`src/dlc_consts.svh`:
```
// Constants of the display list coprocessor: offsets, fields, resets.
// Assumes inclusion by bare name from files that need the numbers.
`ifndef DLC_CONSTS_SVH
`define DLC_CONSTS_SVH

// ------------------------------------------------------------
// APB register byte offsets
// ------------------------------------------------------------
`define DLC_OFF_CTRL    8'h00
`define DLC_OFF_LIST1   8'h04
`define DLC_OFF_LIST2   8'h08
`define DLC_OFF_JMP1    8'h0C
`define DLC_OFF_JMP2    8'h10
`define DLC_OFF_IRQREQ  8'h14
`define DLC_OFF_STATUS  8'h18

// ------------------------------------------------------------
// Chip register selects seen by move instructions
// ------------------------------------------------------------
`define DLC_SEL_JMP1    8'h44
`define DLC_SEL_JMP2    8'h45
`define DLC_SEL_IRQREQ  8'h4E

// ------------------------------------------------------------
// Instruction word fields, register bits, limits and reset values
// ------------------------------------------------------------
`define DLC_TYPE_BIT    0
`define DLC_BFD_BIT     15
`define DLC_SETCLR_BIT  15
`define DLC_COPIRQ_BIT  4
`define DLC_RUN_BIT     0
`define DLC_HPOS_LAST   9'h0E2
`define DLC_WORD_STEP   2
`define DLC_IRQ_RESET   15'h0000
`define DLC_W_RESET     16'h0000

`endif

```
`src/dlc_pkg.sv`:
```
// Types shared by the display list coprocessor files.
// Assumes nothing beyond a SystemVerilog compiler.
`default_nettype none
package dlc_pkg;

   typedef enum logic [2:0] {
      DLC_ST_IDLE,
      DLC_ST_FETCH1,
      DLC_ST_FETCH2,
      DLC_ST_EXEC,
      DLC_ST_WAIT
   } dlc_state_t;

   // One write on the chip register bus
   typedef struct packed {
      logic        wr;
      logic [7:0]  sel;
      logic [15:0] data;
   } dlc_creg_t;

   // Beam position from the display timing logic
   typedef struct packed {
      logic [7:0] vpos;
      logic [8:0] hpos;
   } dlc_beam_t;

endpackage
`default_nettype wire

```
`src/dlc_beam_cmp.sv`:
```
// Masked greater-or-equal compare of beam position against a target.
// Assumes caller forces mask bits that have no enable.
`default_nettype none
`timescale 1ns/100ps

module dlc_beam_cmp #(
   parameter int W = 15
) (
   input  wire logic [W-1:0] beam,
   input  wire logic [W-1:0] target,
   input  wire logic [W-1:0] mask,
   output logic              reached
);

   // ------------------------------------------------------------
   // Masked bits drop out, so they compare as always true
   // ------------------------------------------------------------
   wire logic [W-1:0] beam_m;
   wire logic [W-1:0] target_m;

   assign beam_m   = beam & mask;
   assign target_m = target & mask;
   assign reached  = (beam_m >= target_m);

endmodule
`default_nettype wire

```
`src/dlc_top.sv`:
```
// Display list coprocessor: fetches, decodes and runs list instructions.
// Assumes beam, vblank and blit flags come from logic on pclk, and a
// list memory answering mem_ack while mem_req is held.
`default_nettype none
`timescale 1ns/100ps
`include "dlc_consts.svh"

module dlc_top
   import dlc_pkg::*;
#(
   parameter int AW = 20
) (
   input  wire logic          pclk,
   input  wire logic          presetn,
   input  wire logic          psel,
   input  wire logic          penable,
   input  wire logic          pwrite,
   input  wire logic [7:0]    paddr,
   input  wire logic [31:0]   pwdata,
   output logic [31:0]        prdata,
   output logic               pready,
   output logic               pslverr,
   output logic               mem_req,
   output logic [AW-1:0]      mem_addr,
   input  wire logic          mem_ack,
   input  wire logic [15:0]   mem_rdata,
   input  wire dlc_beam_t     beam,
   input  wire logic          vblank_start,
   input  wire logic          blit_done,
   output dlc_creg_t          creg,
   output logic               copro_irq
);

   // ------------------------------------------------------------
   // State
   // ------------------------------------------------------------
   dlc_state_t        state_q;
   dlc_state_t        state_d;
   logic [AW-1:0]     pc_q;
   logic [AW-1:0]     pc_d;
   logic [AW-1:0]     first_list_pointer_q;
   logic [AW-1:0]     second_list_pointer_q;
   logic [15:0]       first_instr_word_q;
   logic [15:0]       second_instr_word_q;
   logic              skip_q;
   logic              skip_d;
   logic              run_q;
   logic [14:0]       interrupt_request_reg_q;
   logic [14:0]       irq_d;
   logic [31:0]       prdata_q;
   logic              pready_q;
   logic              pslverr_q;
   logic              mem_req_q;
   logic [AW-1:0]     mem_addr_q;
   dlc_creg_t         creg_q;
   dlc_creg_t         creg_d;
   logic              copro_irq_q;

   // ------------------------------------------------------------
   // APB decode
   // ------------------------------------------------------------
   wire logic apb_acc;
   wire logic apb_done;
   wire logic apb_wr;
   wire logic hit_ctrl;
   wire logic hit_list1;
   wire logic hit_list2;
   wire logic hit_jmp1;
   wire logic hit_jmp2;
   wire logic hit_irq;
   wire logic hit_stat;
   wire logic hit_any;
   logic [31:0] rd_mux;

   assign apb_acc   = psel & penable;
   assign apb_done  = apb_acc & pready_q;
   assign apb_wr    = apb_done & pwrite;
   assign hit_ctrl  = (paddr == `DLC_OFF_CTRL);
   assign hit_list1 = (paddr == `DLC_OFF_LIST1);
   assign hit_list2 = (paddr == `DLC_OFF_LIST2);
   assign hit_jmp1  = (paddr == `DLC_OFF_JMP1);
   assign hit_jmp2  = (paddr == `DLC_OFF_JMP2);
   assign hit_irq   = (paddr == `DLC_OFF_IRQREQ);
   assign hit_stat  = (paddr == `DLC_OFF_STATUS);
   assign hit_any   = hit_ctrl | hit_list1 | hit_list2 | hit_jmp1
                    | hit_jmp2 | hit_irq | hit_stat;

   always_comb begin
      rd_mux = 32'h0000_0000;
      if (hit_ctrl) begin
         rd_mux[`DLC_RUN_BIT] = run_q;
      end
      if (hit_list1) begin
         rd_mux[AW-1:0] = first_list_pointer_q;
      end
      if (hit_list2) begin
         rd_mux[AW-1:0] = second_list_pointer_q;
      end
      if (hit_irq) begin
         rd_mux[14:0] = interrupt_request_reg_q;
      end
      if (hit_stat) begin
         rd_mux[AW-1:0] = pc_q;
         rd_mux[26:24]  = state_q;
         rd_mux[28]     = skip_q;
      end
   end

   // ------------------------------------------------------------
   // Instruction decode
   // ------------------------------------------------------------
   wire logic        is_move;
   wire logic        is_wait;
   wire logic        is_skip;
   wire logic [7:0]  dest_reg_select;
   wire logic [7:0]  vert_pos_target;
   wire logic [6:0]  horiz_pos_target;
   wire logic [6:0]  row_compare_mask;
   wire logic [6:0]  column_compare_mask;
   wire logic        blit_wait_disable;
   wire logic [8:0]  hpos_lim;
   wire logic [14:0] cmp_beam;
   wire logic [14:0] cmp_target;
   wire logic [14:0] cmp_mask;
   wire logic        beam_reached;
   wire logic        wait_done;

   assign is_move = ~first_instr_word_q[`DLC_TYPE_BIT];
   assign is_wait = first_instr_word_q[`DLC_TYPE_BIT]
                  & ~second_instr_word_q[`DLC_TYPE_BIT];
   assign is_skip = first_instr_word_q[`DLC_TYPE_BIT]
                  & second_instr_word_q[`DLC_TYPE_BIT];

   // Bits 15:9 of a move are never looked at
   assign dest_reg_select     = first_instr_word_q[8:1];
   assign vert_pos_target     = first_instr_word_q[15:8];
   assign horiz_pos_target    = first_instr_word_q[7:1];
   assign row_compare_mask    = second_instr_word_q[14:8];
   assign column_compare_mask = second_instr_word_q[7:1];
   assign blit_wait_disable   = second_instr_word_q[`DLC_BFD_BIT];

   // Beam never passes the last position, so higher targets never hit
   assign hpos_lim = (beam.hpos > `DLC_HPOS_LAST) ? `DLC_HPOS_LAST
                   : beam.hpos;
   assign cmp_beam   = {beam.vpos, hpos_lim[8:2]};
   assign cmp_target = {vert_pos_target, horiz_pos_target};
   assign cmp_mask   = {1'b1, row_compare_mask,
                        column_compare_mask};

   dlc_beam_cmp #(
      .W (15)
   ) u_cmp (
      .beam    (cmp_beam),
      .target  (cmp_target),
      .mask    (cmp_mask),
      .reached (beam_reached)
   );

   // A finished blit is still required unless the wait opts out
   assign wait_done = beam_reached
                    & (blit_wait_disable | blit_done);

   // ------------------------------------------------------------
   // Jumps
   // ------------------------------------------------------------
   wire logic run_move;
   wire logic mv_jmp1;
   wire logic mv_jmp2;
   wire logic mv_irq;
   wire logic do_jmp1;
   wire logic do_jmp2;
   wire logic fetching;
   wire logic fetch_hit;

   assign run_move = (state_q == DLC_ST_EXEC) & is_move & ~skip_q;
   assign mv_jmp1  = run_move & (dest_reg_select == `DLC_SEL_JMP1);
   assign mv_jmp2  = run_move & (dest_reg_select == `DLC_SEL_JMP2);
   assign mv_irq   = run_move & (dest_reg_select == `DLC_SEL_IRQREQ);
   // Vertical blank reload wins over every other jump
   assign do_jmp1  = vblank_start | mv_jmp1
                   | (apb_wr & hit_jmp1);
   assign do_jmp2  = ~do_jmp1
                   & (mv_jmp2 | (apb_wr & hit_jmp2));
   assign fetching = (state_q == DLC_ST_FETCH1)
                   | (state_q == DLC_ST_FETCH2);
   assign fetch_hit = fetching & mem_req_q & mem_ack;

   // ------------------------------------------------------------
   // Sequencer
   // ------------------------------------------------------------
   always_comb begin
      state_d = state_q;
      pc_d    = pc_q;
      skip_d  = skip_q;
      creg_d  = '0;
      case (state_q)
         DLC_ST_IDLE: begin
            state_d = DLC_ST_IDLE;
         end
         DLC_ST_FETCH1: begin
            if (fetch_hit) begin
               pc_d    = pc_q + AW'(`DLC_WORD_STEP);
               state_d = DLC_ST_FETCH2;
            end
         end
         DLC_ST_FETCH2: begin
            if (fetch_hit) begin
               pc_d    = pc_q + AW'(`DLC_WORD_STEP);
               state_d = DLC_ST_EXEC;
            end
         end
         DLC_ST_EXEC: begin
            state_d = DLC_ST_FETCH1;
            if (skip_q) begin
               skip_d = 1'b0;
            end else if (is_move) begin
               creg_d.wr   = 1'b1;
               creg_d.sel  = dest_reg_select;
               creg_d.data = second_instr_word_q;
            end else if (is_skip) begin
               skip_d = beam_reached;
            end else if (is_wait) begin
               state_d = DLC_ST_WAIT;
            end
         end
         DLC_ST_WAIT: begin
            // Stays here on a target that cannot come, until a jump or the vertical blank reload
            if (wait_done) begin
               state_d = DLC_ST_FETCH1;
            end
         end
         default: begin
            state_d = DLC_ST_IDLE;
         end
      endcase
      if (do_jmp1) begin
         pc_d    = first_list_pointer_q;
         skip_d  = 1'b0;
         state_d = DLC_ST_FETCH1;
      end else if (do_jmp2) begin
         pc_d    = second_list_pointer_q;
         skip_d  = 1'b0;
         state_d = DLC_ST_FETCH1;
      end
   end

   // ------------------------------------------------------------
   // Interrupt request register
   // ------------------------------------------------------------
   function automatic logic [14:0] setclr(input logic [14:0] cur,
                                          input logic [15:0] wd);
      logic [14:0] res;
      res = cur;
      if (wd[`DLC_SETCLR_BIT]) begin
         res = cur | wd[14:0];
      end else begin
         res = cur & ~wd[14:0];
      end
      return res;
   endfunction

   // Move applied first, host write on top when both land together
   always_comb begin
      irq_d = interrupt_request_reg_q;
      if (mv_irq) begin
         irq_d = setclr(irq_d, second_instr_word_q);
      end
      if (apb_wr & hit_irq) begin
         irq_d = setclr(irq_d, pwdata[15:0]);
      end
   end

   // ------------------------------------------------------------
   // Registers
   // ------------------------------------------------------------
   always_ff @(posedge pclk or negedge presetn) begin
      if (!presetn) begin
         state_q <= DLC_ST_IDLE;
         pc_q    <= '0;
         skip_q  <= 1'b0;
         creg_q  <= '0;
      end else begin
         state_q <= state_d;
         pc_q    <= pc_d;
         skip_q  <= skip_d;
         creg_q  <= creg_d;
      end
   end

   always_ff @(posedge pclk or negedge presetn) begin
      if (!presetn) begin
         first_instr_word_q  <= `DLC_W_RESET;
         second_instr_word_q <= `DLC_W_RESET;
      end else if (fetch_hit) begin
         if (state_q == DLC_ST_FETCH1) begin
            first_instr_word_q <= mem_rdata;
         end else begin
            second_instr_word_q <= mem_rdata;
         end
      end
   end

   always_ff @(posedge pclk or negedge presetn) begin
      if (!presetn) begin
         mem_req_q  <= 1'b0;
         mem_addr_q <= '0;
      end else begin
         mem_req_q  <= run_q & ((state_d == DLC_ST_FETCH1)
                              | (state_d == DLC_ST_FETCH2));
         mem_addr_q <= pc_d;
      end
   end

   always_ff @(posedge pclk or negedge presetn) begin
      if (!presetn) begin
         run_q                 <= 1'b0;
         first_list_pointer_q  <= '0;
         second_list_pointer_q <= '0;
      end else if (apb_wr) begin
         if (hit_ctrl) begin
            run_q <= pwdata[`DLC_RUN_BIT];
         end
         if (hit_list1) begin
            first_list_pointer_q <= pwdata[AW-1:0];
         end
         if (hit_list2) begin
            second_list_pointer_q <= pwdata[AW-1:0];
         end
      end
   end

   always_ff @(posedge pclk or negedge presetn) begin
      if (!presetn) begin
         interrupt_request_reg_q <= `DLC_IRQ_RESET;
         copro_irq_q             <= 1'b0;
      end else begin
         interrupt_request_reg_q <= irq_d;
         copro_irq_q             <= irq_d[`DLC_COPIRQ_BIT];
      end
   end

   // Access phase always takes two cycles; answer is stable at pready
   always_ff @(posedge pclk or negedge presetn) begin
      if (!presetn) begin
         pready_q  <= 1'b0;
         pslverr_q <= 1'b0;
         prdata_q  <= 32'h0000_0000;
      end else begin
         pready_q  <= apb_acc & ~pready_q;
         pslverr_q <= apb_acc & ~pready_q & ~hit_any;
         if (apb_acc & ~pready_q & ~pwrite) begin
            prdata_q <= rd_mux;
         end
      end
   end

   // ------------------------------------------------------------
   // Outputs
   // ------------------------------------------------------------
   assign prdata    = prdata_q;
   assign pready    = pready_q;
   assign pslverr   = pslverr_q;
   assign mem_req   = mem_req_q;
   assign mem_addr  = mem_addr_q;
   assign creg      = creg_q;
   assign copro_irq = copro_irq_q;

endmodule
`default_nettype wire

```
`config.mk`:
```
export PLATFORM = sky130hd
export DESIGN_NAME = dlc_top
export DESIGN_NICKNAME = d
export VERILOG_FILES = /design/src/dlc_pkg.sv /design/src/dlc_beam_cmp.sv /design/src/dlc_top.sv
export VERILOG_INCLUDE_DIRS = /design/src
export SDC_FILE = /design/constraint.sdc
export NUM_CORES = 1
export LEC_CHECK = 0
export BUFFER_PORTS_ARGS = -buffer_cell sky130_fd_sc_hd__buf_4
export CORE_ASPECT_RATIO = 1.1
export CORE_MARGIN = 2
export CORE_UTILIZATION = 60
export DETAILED_ROUTE_END_ITERATION = 16
export HOLD_SLACK_MARGIN = 0.08
export PLACE_DENSITY = 0.92
export SKIP_LAST_GASP = 1
export SYNTH_ARGS = -nofsm -noshare
export SYNTH_HDL_FRONTEND = slang
export SYNTH_SLANG_ARGS = --single-unit
```
`constraint.sdc`:
```
create_clock -name pclk -period 3.9 [get_ports pclk]
set_clock_uncertainty 0.15 [all_clocks]
set_input_delay 0.39 -clock pclk [delete_from_list [all_inputs] [get_ports pclk]]
set_output_delay 0.39 -clock pclk [all_outputs]
set_load 0.05 [all_outputs]
```
==> summary.txt <==
Critical path
  – Crit end category: register
  – Crit path DAT: 2.98 ns
  – CP Buf/Inv Count: 1
  – Crit Path Class: in2reg
  – Reg2reg path depth: 6
  – CP Max Fanout: 3
  – CP startpoint kind: input pin
  – Critical Path End: mem_req
  – CP top delay family: compound AO/OA/AOI/OAI gates
  – Slowest cell on crit path: a2111o_1
  – Worst r2r dst: mem_addr[17]
  – Crit path from: beam[0]
  – CP cell instances: buf_4 > a2111o_1 > a41oi_1 > nand3_1 > ha_1 > nand2b_1 > a211oi_1 > o21ai_0 > a31oi_1 > o31ai_1 > o221a_2
  – Levels on crit path: 11
  – Internal reg-to-reg setup slack: ~1.2 ns
  – FF-to-FF Start: state_q[2]
  – Largest stage delay, worst path: 0.41 ns
  – Required time of the worst setup path: just over 4 ns

Logic synthesis
  – Number of library cell types mapped by synthesis: 66
  – Syn Area/Cell: 11.4 um2
  – Mapped Area: 8040 um2
  – Fraction of registers with async set/reset: 100%
  – Cells after synthesis: 703
  – Most used DFF post-synth: dfrtp_1
  – Dominant cell type by area after synthesis: dfrtp_1
  – Fraction of the yosys area taken by sequential cells: 51.1%
  – Most area-consuming cells after synthesis: dfrtp_1 51%, mux2_2 12%, nand2_1 4.5%
  – Area share of the largest cell type after synthesis: 51.1%
  – YS warnings: 0
  – Post-synth EDFFs: 0
  – Synthesis-stage register bit count: roughly 160

Routing
  – WL per Instance: 20.8 um
  – Number of vias per cell: around 6.2
  – Detailed Route WL: roughly 22000 um
  – TritonRoute pass-1 iters: 6
  – DRC: 0
  – DR vias: 6543
  – DRT iter0 DRCs: 755
  – Routed Antenna Nets: 0

Cells and area
  – Nets: 972
  – Inserted Diodes: 0
  – Share of cells above drive strength 1: 34.2%
  – Post-route cell area: roughly 10000 um2
  – Area Growth Syn to Fin: 27.3%
  – Layout Cells excl Fill: roughly 1.1k

Timing
  – Least-Margin Pin Slew: 1.01 ns
  – FMAX: 356 MHz
  – Final hold violation count: 0
  – Final setup TNS: 0 ns
  – Crit path time final: 2.81 ns
  – Final Slew Violations: 0
  – Final period utilization: 72.0%
  – Final setup fails: 0
  – Relative slew slack: between 30% and 40%
  – Worst hold slack: 0.106 ns
  – RSZ-0062 raised after global routing: false
  – Final WS setup: 1.09 ns

Placed design
  – Area post-placement: 9240 um2
  – Input/output buffers: between 100 and 150
  – Worst slack, placed: approximately 0.7 ns
  – Dpl hpwl: 13800 um
  – Cell count after placement: 982
  – RePlAce Congestion: 0.893

CTS
  – Clock Path Buffers: 2
  – H-tree levels: 4
  – Setup Buffers After CTS: 0
  – CTS tree: yes
  – # clock sinks: 164
  – Num CTS Buffers: 17
  – Clk slew on worst S/H paths: 0.06 ns
  – Clk Latency, worst-skew pair: 0.43 ns
  – Clk Tree Root Cell: clkbuf_16

Floorplanning
  – Site Rows: 44
  – Die X: 114 um
  – Starting Density: 61.1%
  – Core Area: 13200 um2
  – I/O pin count: around 160
  – Die area: 14300 um2
  – Chip height: 125 um

Global routing
  – Largest net degree at the start of global routing: between 90 and 100
  – GR Overflow Total: 0
  – Number of global-route vias before repair: 6797
  – GR Layer Usage met2: between 50% and 60%
  – Initial antenna violation count: 0
  – Met1 Resource Use GR: 38.3%
  – First-pass GRT wire length: about 35000 um
  – GR Util All Layers: 31.6%
  – Grt met3 use: 6.88%
  – Busiest grt layer: met2

Power and ir drop
  – P_leak: roughly 5.1 nW
  – Maximum VDD drop: 256 uV
  – PwrDens: 391 nW/um2

Hold path
  – Hold crit path type: in2reg

Flow run
  – Max-Cap Viols: 0

Outcome
  – Status: completed
[routing by layer]
layer,up-vias,share of wire [%]
li1,2918,-
met1,3221,38
met2,335,50
met3,69,8.2
met4,0,3.4
met5,-,0
[worst min path at each step]
| stage | start | end | slack [ns] | depth (start not counted) |
|---|---|---|---|---|
| finish | paddr[4] | pslverr | 0.11 | 3 |
| global route | paddr[4] | pslverr | 0.12 | 3 |
| CTS | paddr[4] | pslverr | 0.1 | 3 |
| detailed placement | presetn | prdata[16] | 0.28 | 1 |
| global placement | presetn | prdata[16] | 0.28 | 1 |
| floorplan | presetn | creg[0] | -0.06 | 0 |
[worst min-delay path, cell delays in order]
cell      delay (ns)
buf_4           0.12
nand2_1         0.05
a311oi_1        0.08
[repair_timing]
item                                   CTS  global route
hold buffers                            36             0
endpoints found under the hold margin  137             0
resized for setup                        0             0
[layout make-up]
cell class / instances / area, um2
clock inverter: 10 / 153
tap: 161 / 201
inverter: 4 / 15.0
fill: 791 / 2930
timing repair buffer: 195 / 1570
clock buffer: 22 / 474
multi-input combinational: 494 / 3710
sequential: 164 / 4100
[cells by family after synthesis]
logic type | after synthesis | synth area share, %
other cells | 1 | 0.0467
fa+ha+maj | 15 | 2.34
flops | 164 | 51.1
buf+inv | 52 | 3.24
simple gates | 226 | 14.2
compound gates | 117 | 10.9
xor+xnor | 15 | 1.64
mux | 113 | 16.5
[per-stage QoR]
step                      power (mW)  utilization, %
final                           4.00            77.8
after global routing            4.11            77.8
after CTS                       4.01            77.8
after detailed placement        2.21            70.3
after global placement          2.20            70.3
after floorplan                 2.02               -
[cells in the mapped netlist, types with 5 or more instances]
cell type,number
dfrtp_1,164
nand2_1,96
mux2_2,84
nor2_1,36
and3_1,31
clkbuf_1,30
o21ai_0,23
a222oi_1,19
a31oi_1,17
mux2_4,17
ha_1,15
a21oi_1,14
and2_1,12
buf_4,12
xnor2_1,12
mux2i_1,10
nor3_1,10
nand3_1,8
nand4_1,8
a22o_1,6
o21a_1,5
[power by group]
group	switching, mW	total [mW]	internal (mW)
Clock	0.669	1.79	1.12
Combinational	0.282	0.436	0.155
Sequential	0.0358	1.78	1.74
Total	0.986	4.00	3.01
[layout by cell type, fill, tap and decap left out, types with 9 or more instances in the layout]
master         instances
a21oi_1               14
a222oi_1              19
a31oi_1               17
and2_1                12
and3_1                31
buf_4                157
clkbuf_16             17
dfrtp_1              164
dlygate4sd3_1         36
ha_1                  15
mux2_2                84
mux2_4                17
mux2i_1               10
nand2_1               96
nor2_1                36
nor3_1                 9
o21ai_0               23
xnor2_1               12
[sequential cells by signal (all words and copies together) (netlist names)]
register	cells
state_q	3
second_list_pointer_q	20
mem_addr	20
first_instr_word_q	16
pslverr	1
run_q	1
second_instr_word_q	16
skip_q	1
prdata	24
first_list_pointer_q	20
pready	1
interrupt_request_reg_q	15
mem_req	1
creg	25
(Power assumes the default switching activity.)
